**config.mk**
```make
export PLATFORM = sky130hd
export DESIGN_NAME = pms_target
export DESIGN_NICKNAME = d
export VERILOG_FILES = /design/src/pms_pkg.sv /design/src/pms_target.sv /design/src/pms_sync.sv
export VERILOG_INCLUDE_DIRS = /design/src
export SDC_FILE = /design/constraint.sdc
export NUM_CORES = 1
export LEC_CHECK = 0
export BUFFER_PORTS_ARGS = -buffer_cell sky130_fd_sc_hd__buf_2
export CAP_MARGIN = 20
export CORE_ASPECT_RATIO = 0.8
export CORE_MARGIN = 4
export CORE_UTILIZATION = 37
export CTS_BUF_LIST = sky130_fd_sc_hd__clkbuf_4
export CTS_CLUSTER_DIAMETER = 60
export DETAILED_ROUTE_END_ITERATION = 8
export SLEW_MARGIN = 20
export SYNTH_ARGS = -nofsm -noshare
export SYNTH_HDL_FRONTEND = slang
export SYNTH_SLANG_ARGS = --single-unit
```
**constraint.sdc**
```tcl
create_clock -name clk_i -period 6.3 [get_ports clk_i]
set_clock_uncertainty 0.1 [all_clocks]
set_input_delay 0.945 -clock clk_i [delete_from_list [all_inputs] [get_ports clk_i]]
set_output_delay 0.945 -clock clk_i [all_outputs]
set_load 0.005 [all_outputs]
```
**src/pms_defines.svh**
```systemverilog
`ifndef PMS_DEFINES_SVH
`define PMS_DEFINES_SVH

// Clock rate in kHz and bus timing figures.
`define PMS_CLK_KHZ 50000
`define PMS_TIMEOUT_MS 35
`define PMS_IDLE_MS 50
`define PMS_STRETCH_MS 25
`define PMS_TIMEOUT_CYC (`PMS_TIMEOUT_MS * `PMS_CLK_KHZ)
`define PMS_IDLE_CYC (`PMS_IDLE_MS * `PMS_CLK_KHZ)
`define PMS_STRETCH_CYC (`PMS_STRETCH_MS * `PMS_CLK_KHZ)

// Command codes handled by the target, and the alert response address.
`define PMS_CMD_OPERATION 8'h01
`define PMS_CMD_CLEAR_FAULTS 8'h03
`define PMS_CMD_STORE_DEFAULT 8'h11
`define PMS_CMD_STATUS_BYTE 8'h78
`define PMS_CMD_READ_VOUT 8'h8B
`define PMS_CMD_READ_IOUT 8'h8C
`define PMS_CMD_READ_TEMP 8'h8D
`define PMS_CMD_MFR_FAULT_LOG 8'hEA
`define PMS_ARA_ADDR 7'h0C

`endif

```
**src/pms_pkg.sv**
```systemverilog
package pms_pkg;
  typedef enum logic [2:0] {
    PMS_IDLE, PMS_ADDR, PMS_ACK, PMS_WRITE, PMS_READ, PMS_RACK, PMS_IGNORE
  } pms_state_t;

  // Health data offered by the monitor logic.
  typedef struct packed {
    logic [15:0] vout;
    logic [15:0] iout;
    logic [15:0] temp;
    logic [7:0] status;
  } pms_health_t;

  // Request to the nonvolatile store.
  typedef struct packed {
    logic store_cfg;
    logic log_fault;
    logic [7:0] fault_code;
    logic [31:0] stamp;
  } pms_nvm_req_t;
endpackage

```
**src/pms_target.sv**
```systemverilog
`include "pms_defines.svh"
`timescale 1ns/100ps
`default_nettype none
module pms_target #(
  parameter int TIMEOUT_CYC = `PMS_TIMEOUT_CYC,
  parameter int IDLE_CYC = `PMS_IDLE_CYC,
  parameter int STRETCH_CYC = `PMS_STRETCH_CYC
) (
  // Clock and reset.
  input wire logic clk_i,
  input wire logic rstn_i,
  // Bus pins; an enable low means the pin is pulled low.
  input wire logic serial_clock_pin_i,
  output logic serial_clock_pin_oen_o,
  input wire logic serial_data_pin_i,
  output logic serial_data_pin_oen_o,
  output logic alert_n_o,
  input wire logic bus_control_pin_i,
  // Configuration.
  input wire logic [6:0] own_addr_i,
  input wire logic bus_idle_reset_inhibit_i,
  // Device side.
  input wire pms_pkg::pms_health_t health_i,
  input wire logic fault_i,
  input wire logic [7:0] fault_code_i,
  input wire logic nvm_busy_i,
  output pms_pkg::pms_nvm_req_t nvm_req_o,
  output logic [7:0] operation_o,
  output logic power_on_o,
  output logic timeout_o
);
  logic scl, sda, scl_d, sda_d;
  pms_pkg::pms_state_t state;
  logic [7:0] sh;
  logic [3:0] bitcnt;
  logic rw, ara, first;
  logic [7:0] cmd;
  logic [2:0] rdidx;
  logic [31:0] lowcnt, idlecnt, strcnt, stamp;
  logic fault_pend;
  logic [7:0] last_fault;
  logic abort;
  logic [7:0] rdbyte;
  logic ctl_low;

  pms_sync u_scl (.clk_i(clk_i), .rstn_i(rstn_i), .d_i(serial_clock_pin_i), .q_o(scl));
  pms_sync u_sda (.clk_i(clk_i), .rstn_i(rstn_i), .d_i(serial_data_pin_i), .q_o(sda));
  // The control pin is synchronised inverted, so the synchroniser's high reset reads as released.
  pms_sync u_ctl (.clk_i(clk_i), .rstn_i(rstn_i), .d_i(!bus_control_pin_i), .q_o(ctl_low));

  wire scl_rise = scl & ~scl_d;
  wire scl_fall = ~scl & scl_d;
  wire start_c = scl & scl_d & sda_d & ~sda;
  wire stop_c = scl & scl_d & ~sda_d & sda;

  always_ff @(posedge clk_i or negedge rstn_i) begin
    if (!rstn_i) begin
      scl_d <= 1'b1;
      sda_d <= 1'b1;
    end else begin
      scl_d <= scl;
      sda_d <= sda;
    end
  end

  // Clock-low and idle-high watchdogs.
  always_ff @(posedge clk_i or negedge rstn_i) begin
    if (!rstn_i) begin
      lowcnt <= 32'h0;
      idlecnt <= 32'h0;
    end else begin
      lowcnt <= scl ? 32'h0 : lowcnt + 32'h1;
      idlecnt <= (scl && sda) ? idlecnt + 32'h1 : 32'h0;
    end
  end

  wire low_to = (lowcnt >= 32'(TIMEOUT_CYC));
  // The idle reset needs both lines still high, so a start after a long idle is not lost.
  wire idle_to = !bus_idle_reset_inhibit_i && scl && sda && (idlecnt >= 32'(IDLE_CYC));
  assign abort = low_to || idle_to;

  // Stretching budget over a message; stretch is only while NVM is busy.
  wire want_stretch = nvm_busy_i && (state == pms_pkg::PMS_WRITE) && !scl;
  always_ff @(posedge clk_i or negedge rstn_i) begin
    if (!rstn_i) begin
      strcnt <= 32'h0;
    end else if (start_c) begin
      strcnt <= 32'h0;
    end else if (!serial_clock_pin_oen_o) begin
      strcnt <= strcnt + 32'h1;
    end
  end

  always_ff @(posedge clk_i or negedge rstn_i) begin
    if (!rstn_i) begin
      serial_clock_pin_oen_o <= 1'b1;
    end else begin
      // Stretching ends before the budget, leaving host-side margin.
      serial_clock_pin_oen_o <= !(want_stretch && !abort &&
                                  (strcnt + 32'h2 < 32'(STRETCH_CYC)));
    end
  end

  always_ff @(posedge clk_i or negedge rstn_i) begin
    if (!rstn_i) begin
      timeout_o <= 1'b0;
    end else begin
      timeout_o <= low_to;
    end
  end

  // Read data selection.
  always_comb begin
    rdbyte = 8'h00;
    if (ara) begin
      rdbyte = {own_addr_i, 1'b1};
    end else begin
      unique case (cmd)
        `PMS_CMD_OPERATION: rdbyte = operation_o;
        `PMS_CMD_STATUS_BYTE: rdbyte = health_i.status;
        `PMS_CMD_READ_VOUT: rdbyte = rdidx[0] ? health_i.vout[15:8] : health_i.vout[7:0];
        `PMS_CMD_READ_IOUT: rdbyte = rdidx[0] ? health_i.iout[15:8] : health_i.iout[7:0];
        `PMS_CMD_READ_TEMP: rdbyte = rdidx[0] ? health_i.temp[15:8] : health_i.temp[7:0];
        `PMS_CMD_MFR_FAULT_LOG: rdbyte = last_fault;
        default: rdbyte = 8'hFF;
      endcase
    end
  end

  // Byte engine.
  always_ff @(posedge clk_i or negedge rstn_i) begin
    if (!rstn_i) begin
      state <= pms_pkg::PMS_IDLE;
      sh <= 8'h00;
      bitcnt <= 4'h0;
      rw <= 1'b0;
      ara <= 1'b0;
      first <= 1'b0;
      cmd <= 8'h00;
      rdidx <= 3'h0;
      serial_data_pin_oen_o <= 1'b1;
    end else if (abort) begin
      state <= pms_pkg::PMS_IDLE;
      serial_data_pin_oen_o <= 1'b1;
    end else if (start_c) begin
      state <= pms_pkg::PMS_ADDR;
      bitcnt <= 4'h0;
      serial_data_pin_oen_o <= 1'b1;
    end else if (stop_c) begin
      state <= pms_pkg::PMS_IDLE;
      serial_data_pin_oen_o <= 1'b1;
    end else begin
      unique case (state)
        pms_pkg::PMS_IDLE, pms_pkg::PMS_IGNORE: serial_data_pin_oen_o <= 1'b1;
        pms_pkg::PMS_ADDR, pms_pkg::PMS_WRITE: begin
          if (scl_rise) begin
            sh <= {sh[6:0], sda};
            bitcnt <= bitcnt + 4'h1;
          end
          if (scl_fall && bitcnt == 4'h8) begin
            bitcnt <= 4'h0;
            if (state == pms_pkg::PMS_ADDR) begin
              if (sh[7:1] == own_addr_i || (sh[7:1] == `PMS_ARA_ADDR && fault_pend)) begin
                serial_data_pin_oen_o <= 1'b0;
                rw <= sh[0];
                ara <= (sh[7:1] == `PMS_ARA_ADDR);
                first <= 1'b1;
                rdidx <= 3'h0;
                state <= pms_pkg::PMS_ACK;
              end else begin
                state <= pms_pkg::PMS_IGNORE;
              end
            end else begin
              serial_data_pin_oen_o <= 1'b0;
              if (first) begin
                cmd <= sh;
              end
              first <= 1'b0;
              state <= pms_pkg::PMS_ACK;
            end
          end
        end
        pms_pkg::PMS_ACK: begin
          if (scl_fall) begin
            if (rw) begin
              serial_data_pin_oen_o <= rdbyte[7];
              sh <= {rdbyte[6:0], 1'b0};
              bitcnt <= 4'h1;
              state <= pms_pkg::PMS_READ;
            end else begin
              serial_data_pin_oen_o <= 1'b1;
              state <= pms_pkg::PMS_WRITE;
            end
          end
        end
        pms_pkg::PMS_READ: begin
          if (scl_fall) begin
            if (bitcnt == 4'h8) begin
              serial_data_pin_oen_o <= 1'b1;
              rdidx <= rdidx + 3'h1;
              state <= pms_pkg::PMS_RACK;
            end else begin
              serial_data_pin_oen_o <= sh[7];
              sh <= {sh[6:0], 1'b0};
              bitcnt <= bitcnt + 4'h1;
            end
          end
        end
        pms_pkg::PMS_RACK: begin
          if (scl_rise) begin
            state <= sda ? pms_pkg::PMS_IGNORE : pms_pkg::PMS_ACK;
          end
        end
        default: state <= pms_pkg::PMS_IDLE;
      endcase
    end
  end

  // Write effects: operation command, store, clear faults.
  wire wr_done = (state == pms_pkg::PMS_WRITE) && scl_fall && bitcnt == 4'h8 && !abort;
  always_ff @(posedge clk_i or negedge rstn_i) begin
    if (!rstn_i) begin
      operation_o <= 8'h00;
      nvm_req_o <= '0;
      stamp <= 32'h0;
    end else begin
      stamp <= stamp + 32'h1;
      nvm_req_o.store_cfg <= wr_done && first && sh == `PMS_CMD_STORE_DEFAULT;
      nvm_req_o.log_fault <= fault_i;
      nvm_req_o.fault_code <= fault_code_i;
      nvm_req_o.stamp <= stamp;
      if (wr_done && !first && cmd == `PMS_CMD_OPERATION) begin
        operation_o <= sh;
      end
    end
  end

  // Power-up request from pin or operation bit 7.
  always_ff @(posedge clk_i or negedge rstn_i) begin
    if (!rstn_i) begin
      power_on_o <= 1'b0;
    end else begin
      power_on_o <= !ctl_low | operation_o[7];
    end
  end

  // Alert: fault sets, clear-faults or alert response clears; set wins.
  wire ara_done = ara && (state == pms_pkg::PMS_RACK) && scl_rise;
  wire clr_cmd = wr_done && first && sh == `PMS_CMD_CLEAR_FAULTS;
  always_ff @(posedge clk_i or negedge rstn_i) begin
    if (!rstn_i) begin
      fault_pend <= 1'b0;
      last_fault <= 8'h00;
      alert_n_o <= 1'b1;
    end else begin
      if (fault_i) begin
        fault_pend <= 1'b1;
        last_fault <= fault_code_i;
      end else if (clr_cmd || ara_done) begin
        fault_pend <= 1'b0;
      end
      alert_n_o <= !fault_pend;
    end
  end

  timeout_abort_a: assert property (@(posedge clk_i) disable iff (!rstn_i)
    low_to |=> state == pms_pkg::PMS_IDLE && serial_data_pin_oen_o)
    else $error("Clock-low timeout did not release the bus.");

  idle_reset_a: assert property (@(posedge clk_i) disable iff (!rstn_i)
    (!bus_idle_reset_inhibit_i && scl && sda && idlecnt >= 32'(IDLE_CYC)) |=>
      state == pms_pkg::PMS_IDLE)
    else $error("Idle bus did not reset the transfer.");

  stretch_budget_a: assert property (@(posedge clk_i) disable iff (!rstn_i)
    !serial_clock_pin_oen_o |-> strcnt < 32'(STRETCH_CYC))
    else $error("Clock stretch exceeded the budget.");

  alert_follow_a: assert property (@(posedge clk_i) disable iff (!rstn_i)
    fault_i |=> ##1 !alert_n_o)
    else $error("Fault did not raise the alert.");

  foreign_addr_a: assert property (@(posedge clk_i) disable iff (!rstn_i)
    state == pms_pkg::PMS_IGNORE |-> serial_data_pin_oen_o)
    else $error("Data driven for a foreign address.");

  store_cmd_a: assert property (@(posedge clk_i) disable iff (!rstn_i)
    (wr_done && first && sh == `PMS_CMD_STORE_DEFAULT) |=> nvm_req_o.store_cfg)
    else $error("Store command not passed to memory.");

  fault_log_a: assert property (@(posedge clk_i) disable iff (!rstn_i)
    fault_i |=> nvm_req_o.log_fault && nvm_req_o.fault_code == $past(fault_code_i))
    else $error("Fault not logged.");

  power_req_a: assert property (@(posedge clk_i) disable iff (!rstn_i)
    bus_control_pin_i |=> ##2 power_on_o)
    else $error("Control pin did not request power-up.");
endmodule
`default_nettype wire

```
**src/pms_sync.sv**
```systemverilog
`timescale 1ns/100ps
`default_nettype none
module pms_sync (
  input wire logic clk_i,
  input wire logic rstn_i,
  input wire logic d_i,
  output logic q_o
);
  logic meta;

  always_ff @(posedge clk_i or negedge rstn_i) begin
    if (!rstn_i) begin
      meta <= 1'b1;
      q_o <= 1'b1;
    end else begin
      meta <= d_i;
      q_o <= meta;
    end
  end
endmodule
`default_nettype wire

```
# Word-level counts from Yosys, hierarchy flattened
# Index checks and enable logic that the tools add are counted.
# word_totals
romBits	0
mem_bits_rw	0
out_inout_bits	55
memories	0
latchBits	0
register_bits	229
in_bits	79
# op_classes
n_mux	58
n_reduce_logical	47
n_bitwise	16
multipliers	0
eq_ne	41
add_sub_neg	7
shift	0
order_cmp	3
div_mod_pow	0
# op_table
op	count
$add 32x1->32 const B	4
$mux 32	4
$mux 8	9
$mux 3	17
$pmux 8 s6	1
$add 32x2->32 const B	1
$eq 8x8->1 const B	4
$ge 32x21->1 const B	1
$ge 32x22->1 const B	1
$lt 32x21->1 const B	1
$mux 4	8
$ne 5x5->1 const B	5
$pmux 8 s3	1
$logic_and 1x1->1	20
$ne 2x2->1 const B	10
$reduce_and 9->1	2
$pmux 3 s5	1
$mux 1	14
$reduce_and 7->1	2
$ne 3x3->1 const B	4
$pmux 4 s3	1
$reduce_and 6->1	2
$eq 3x3->1 const B	3
$eq 8x1->1 const B	1
28 further kinds	55

# Depth between registers and ports, before layout
# depth
ltp_word	12
mapped_depth	10
depth_no_buf	9

# Cells and area by module
# From an unflattened synthesis, not the netlist that was laid out.
# hier_totals
hier_cells	1060
hier_area_um2	10984.3
# by_module_without_submodules
module	area_per_inst_um2	cells_per_inst	instances
pms_target	10826.6	1054	1
pms_sync	52.6	2	3

# Least setup slack after synthesis
# Ideal clock, no wire load.
# synth_path
kind	input port to flip-flop
startpoint	input port own_addr_i[4]
endpoint	register ara
slack_ns	3.560
n_path_buf	0
t_arrival_ns	2.515
required_time_ns	6.075
path_stages	6
cell_sequence	xor2_1 -> nor4_1 -> a22oi_1 -> or2b_1 -> or4_4 -> mux2_4
# synth_between
elab_chain_len	3
# synth_rtl
element	line_no	rtl
from (decl)	pms_target.sv:20	input wire logic [6:0] own_addr_i,
$eq 7x7->1	pms_target.sv:163	if (sh[7:1] == own_addr_i || (sh[7:1] == `PMS_ARA_ADDR && fault_pend)) begin
$logic_or 1x1->1	pms_target.sv:163	
$reduce_and 7->1 (no line)	-	
to (signal assigned)	pms_target.sv:166	ara <= (sh[7:1] == `PMS_ARA_ADDR);
to (decl)	pms_target.sv:36	logic rw, ara, first;
# No other way between the ends.
# A chain may end at the register's enable or synchronous reset.

# Worst setup path after layout
# layout_path
startpoint	register cmd[0]
endpoint	register operation_o[0]
# layout_between
elab_chain_len	2
# layout_rtl
element	line_no	rtl
from (decl)	pms_target.sv:37	logic [7:0] cmd;
from (signal assigned)	pms_target.sv:176	cmd <= sh;
$eq 8x1->1 (no line)	-	
$logic_and 1x1->1 (no line)	-	
to (signal assigned)	pms_target.sv:233	operation_o <= sh;
to (decl)	pms_target.sv:28	output logic [7:0] operation_o,
# No other way between the ends.

==> results.json <==
{
  "syn2layout_area_growth_pct": 17.2,
  "startpoint_type": "flop",
  "cts_buffers": 60,
  "wl_um": 24700,
  "io_buffers": 133,
  "synth_area_leaders": "dfrtp_1 50%, xor2_1 5.6%, xnor2_1 4.7%",
  "dieArea_um2": 31900,
  "grt_usage": 0.154,
  "max-slew-margin-rel": 0.330,
  "cp-end-kind": "flop",
  "wl_met1_um": 12800,
  "finalHoldViolations": 0,
  "holdWs_ps": 168,
  "multiInputGateArea_um2": 4840,
  "synthCells": 1019,
  "switching_share": 0.294,
  "routed.top_layer": "met4",
  "cts_tree": "yes",
  "start_util": 0.378,
  "yosys.area.top_type": "dfrtp_1",
  "cts.clk_slew.worst_paths_ps": 60,
  "via_per_inst": 5.05,
  "synth-edff-count": 0,
  "cp_cell_sequence": "or4b_1, nor4b_4, nand2_1, nor3_4, mux2_2",
  "vdd_drop_max_mv": 0.233,
  "io_pins": 134,
  "outcome": "complete, no violations",
  "fin_ws_ps": 3170,
  "hold_path.class": "in2async",
  "synth_cell_types": 73,
  "grt_max_degree": 93,
  "dp_hpwl_um": 16600,
  "postCtsSetupRepairBufs": 0,
  "antenna_found_initial": 1,
  "cts_sinks": 227,
  "p_sw_uw": 1010,
  "critPathMaxFanout": 11,
  "ys_warn_count": 0,
  "drcViolationCount": 0,
  "synth_top_cell_area_share": 0.503,
  "rsz0062_at_grt": "false",
  "drtAntennaViolNets": 0,
  "tns_ps": 0,
  "nFillCells": 2760,
  "hold_buffers": 0,
  "num_rows": 55,
  "synth_nets": 1106,
  "core_um2": 28500,
  "cts_buffer_depth": 3,
  "gp_congestion": 0.854,
  "slew_violations": 0,
  "worst_pin_slew_ps": 1000,
  "p_leak_uw": 0.00577,
  "ys_seq_elements": 227,
  "ff_latch_area_um2": 5690,
  "cts_htree_levels": 2,
  "dp.cells": 1499,
  "period_minus_slack_ps": 3130,
  "setup_viol": 0,
  "syn-cell-area_um2": 10800,
  "final_common_cell": "dfrtp_1",
  "crit_type": "reg2reg",
  "clock_latency_ps": 710,
  "die_height_um": 160,
  "drt_iter0_markers": 482,
  "dr_wl_met3_um": 1720,
  "cp_slowest_stage_delay_ps": 710,
  "drive_above_1_share": 0.237,
  "finish.utilization": 0.442,
  "avgSynthCellArea_um2": 10.6,
  "vias": 8122,
  "synth-async-reset-ratio": 1.00,
  "cts-root-buf": "clkbuf_4",
  "die_x_um": 199,
  "grt_pass1_vias": 8129,
  "avgRoutedWirePerCell_um": 15.4,
  "grt_pass1_wl_um": 41300,
  "fmaxAchievable_mhz": 319,
  "power_frac_clock": 0.374,
  "cpMaxStageDelayCell": "or4b_1",
  "drv_cap": 0,
  "worst_ep_arrival_time_ps": 3600,
  "power_frac_seq": 0.488,
  "p_per_area_nw_per_um2": 273,
  "final_cells": 1608,
  "synth_flop_cell": "dfrtp_1",
  "seq_area_frac_synth": 0.529,
  "intPower_uw": 2430,
  "place_ws_ps": 3180,
  "crit_required_ps": 6770,
  "cts_resized": 0,
  "dr_wl_met2_um": 9890,
  "nNetsFinal": 1278,
  "first_pass_iters": 5,
  "layout_common_cells": "216 x dfrtp_1, 133 x nor2_1, 132 x buf_2",
  "power_frac_comb": 0.138,
  "period_share": 0.497,
  "gr-total-overflow": 0
}
-- cell usage after synthesis, drive strengths merged, types with 8 or more instances --
master / count
and3: 23
mux2i: 12
nand2: 87
dfstp: 11
o21ai: 21
mux4: 8
a21oi: 18
nor3: 31
clkbuf: 23
mux2: 31
nand4: 31
xor2: 69
nor4: 17
dfrtp: 216
a22oi: 10
xnor2: 58
and4: 11
ha: 8
nor2: 134
nand3: 61
inv: 26
-- metal layers --
layer	GRT usage	up-vias
li1	-	3994
met1	0.238	3876
met2	0.211	224
met3	0.0417	28
met4	0.0401	0
met5	0	-
-- path summary, 6_finish.rpt --
| kind | slack, ps | end | start | cells past startpoint |
|---|---|---|---|---|
| worst max register to register | 3170 | operation_o[0] | cmd[0] | 5 |
| max in group asynchronous | 4540 | bitcnt[3] | rstn_i | 2 |
| worst max-delay path | 3170 | operation_o[0] | cmd[0] | 5 |
| worst min-delay path | 170 | idlecnt[28] | rstn_i | 1 |
| worst min register to register | 260 | u_ctl.q_o | u_ctl.meta | 0 |
| min in group clk_i | 240 | u_sda.meta | serial_data_pin_i | 1 |
-- power by group through the flow --
stage               sequential, uW  clock (uW)  combinational [uW]
floorplan                     1620           0                 393
global placement              1710           0                 470
detailed placement            1710           0                 474
CTS                           1680        1360                 476
global route                  1700        1450                 531
finish                        1680        1290                 474
-- per-stage QoR --
step	cell area (um2)	power, uW
6_report	12600	3440
5_1_grt	12600	3680
4_1_cts	12600	3510
3_5_place_dp	11800	2180
3_3_place_gp	11800	2180
2_1_floorplan	10800	2010
-- logic make-up after synthesis --
| logic type | synth area share |
|---|---|
| and+or+nand+nor | 0.208 |
| buffers and inverters | 0.0202 |
| DFF | 0.529 |
| muxes | 0.0611 |
| AOI/OAI and AO/OA | 0.0684 |
| adders and majority gates | 0.00931 |
| xor gates and xnor gates | 0.103 |
-- layout make-up --
cell class	instances	share of cell area
Sequential cell	227	0.452
Tap cell	370	0.0367
Clock buffer	85	0.0506
Multi-Input combinational cell	736	0.384
Inverter	27	0.00804
Timing Repair Buffer	139	0.0572
Antenna cell	1	0.000199
Clock inverter	23	0.0110
-- critical path, delay by kind of cell, from the launching register on --
family           cells  cell delay [ps]
DFF                  1              650
muxes                1              380
and+or+nand+nor      4             1880
-- flip-flops by register name (all words and copies together), names as in the netlist, 4 cells and up --
signal	flops
stamp	32
lowcnt	32
operation_o	8
last_fault	8
strcnt	32
sh	8
cmd	8
idlecnt	32
bitcnt	4
nvm_req_o	42
(Power assumes the default switching activity.)
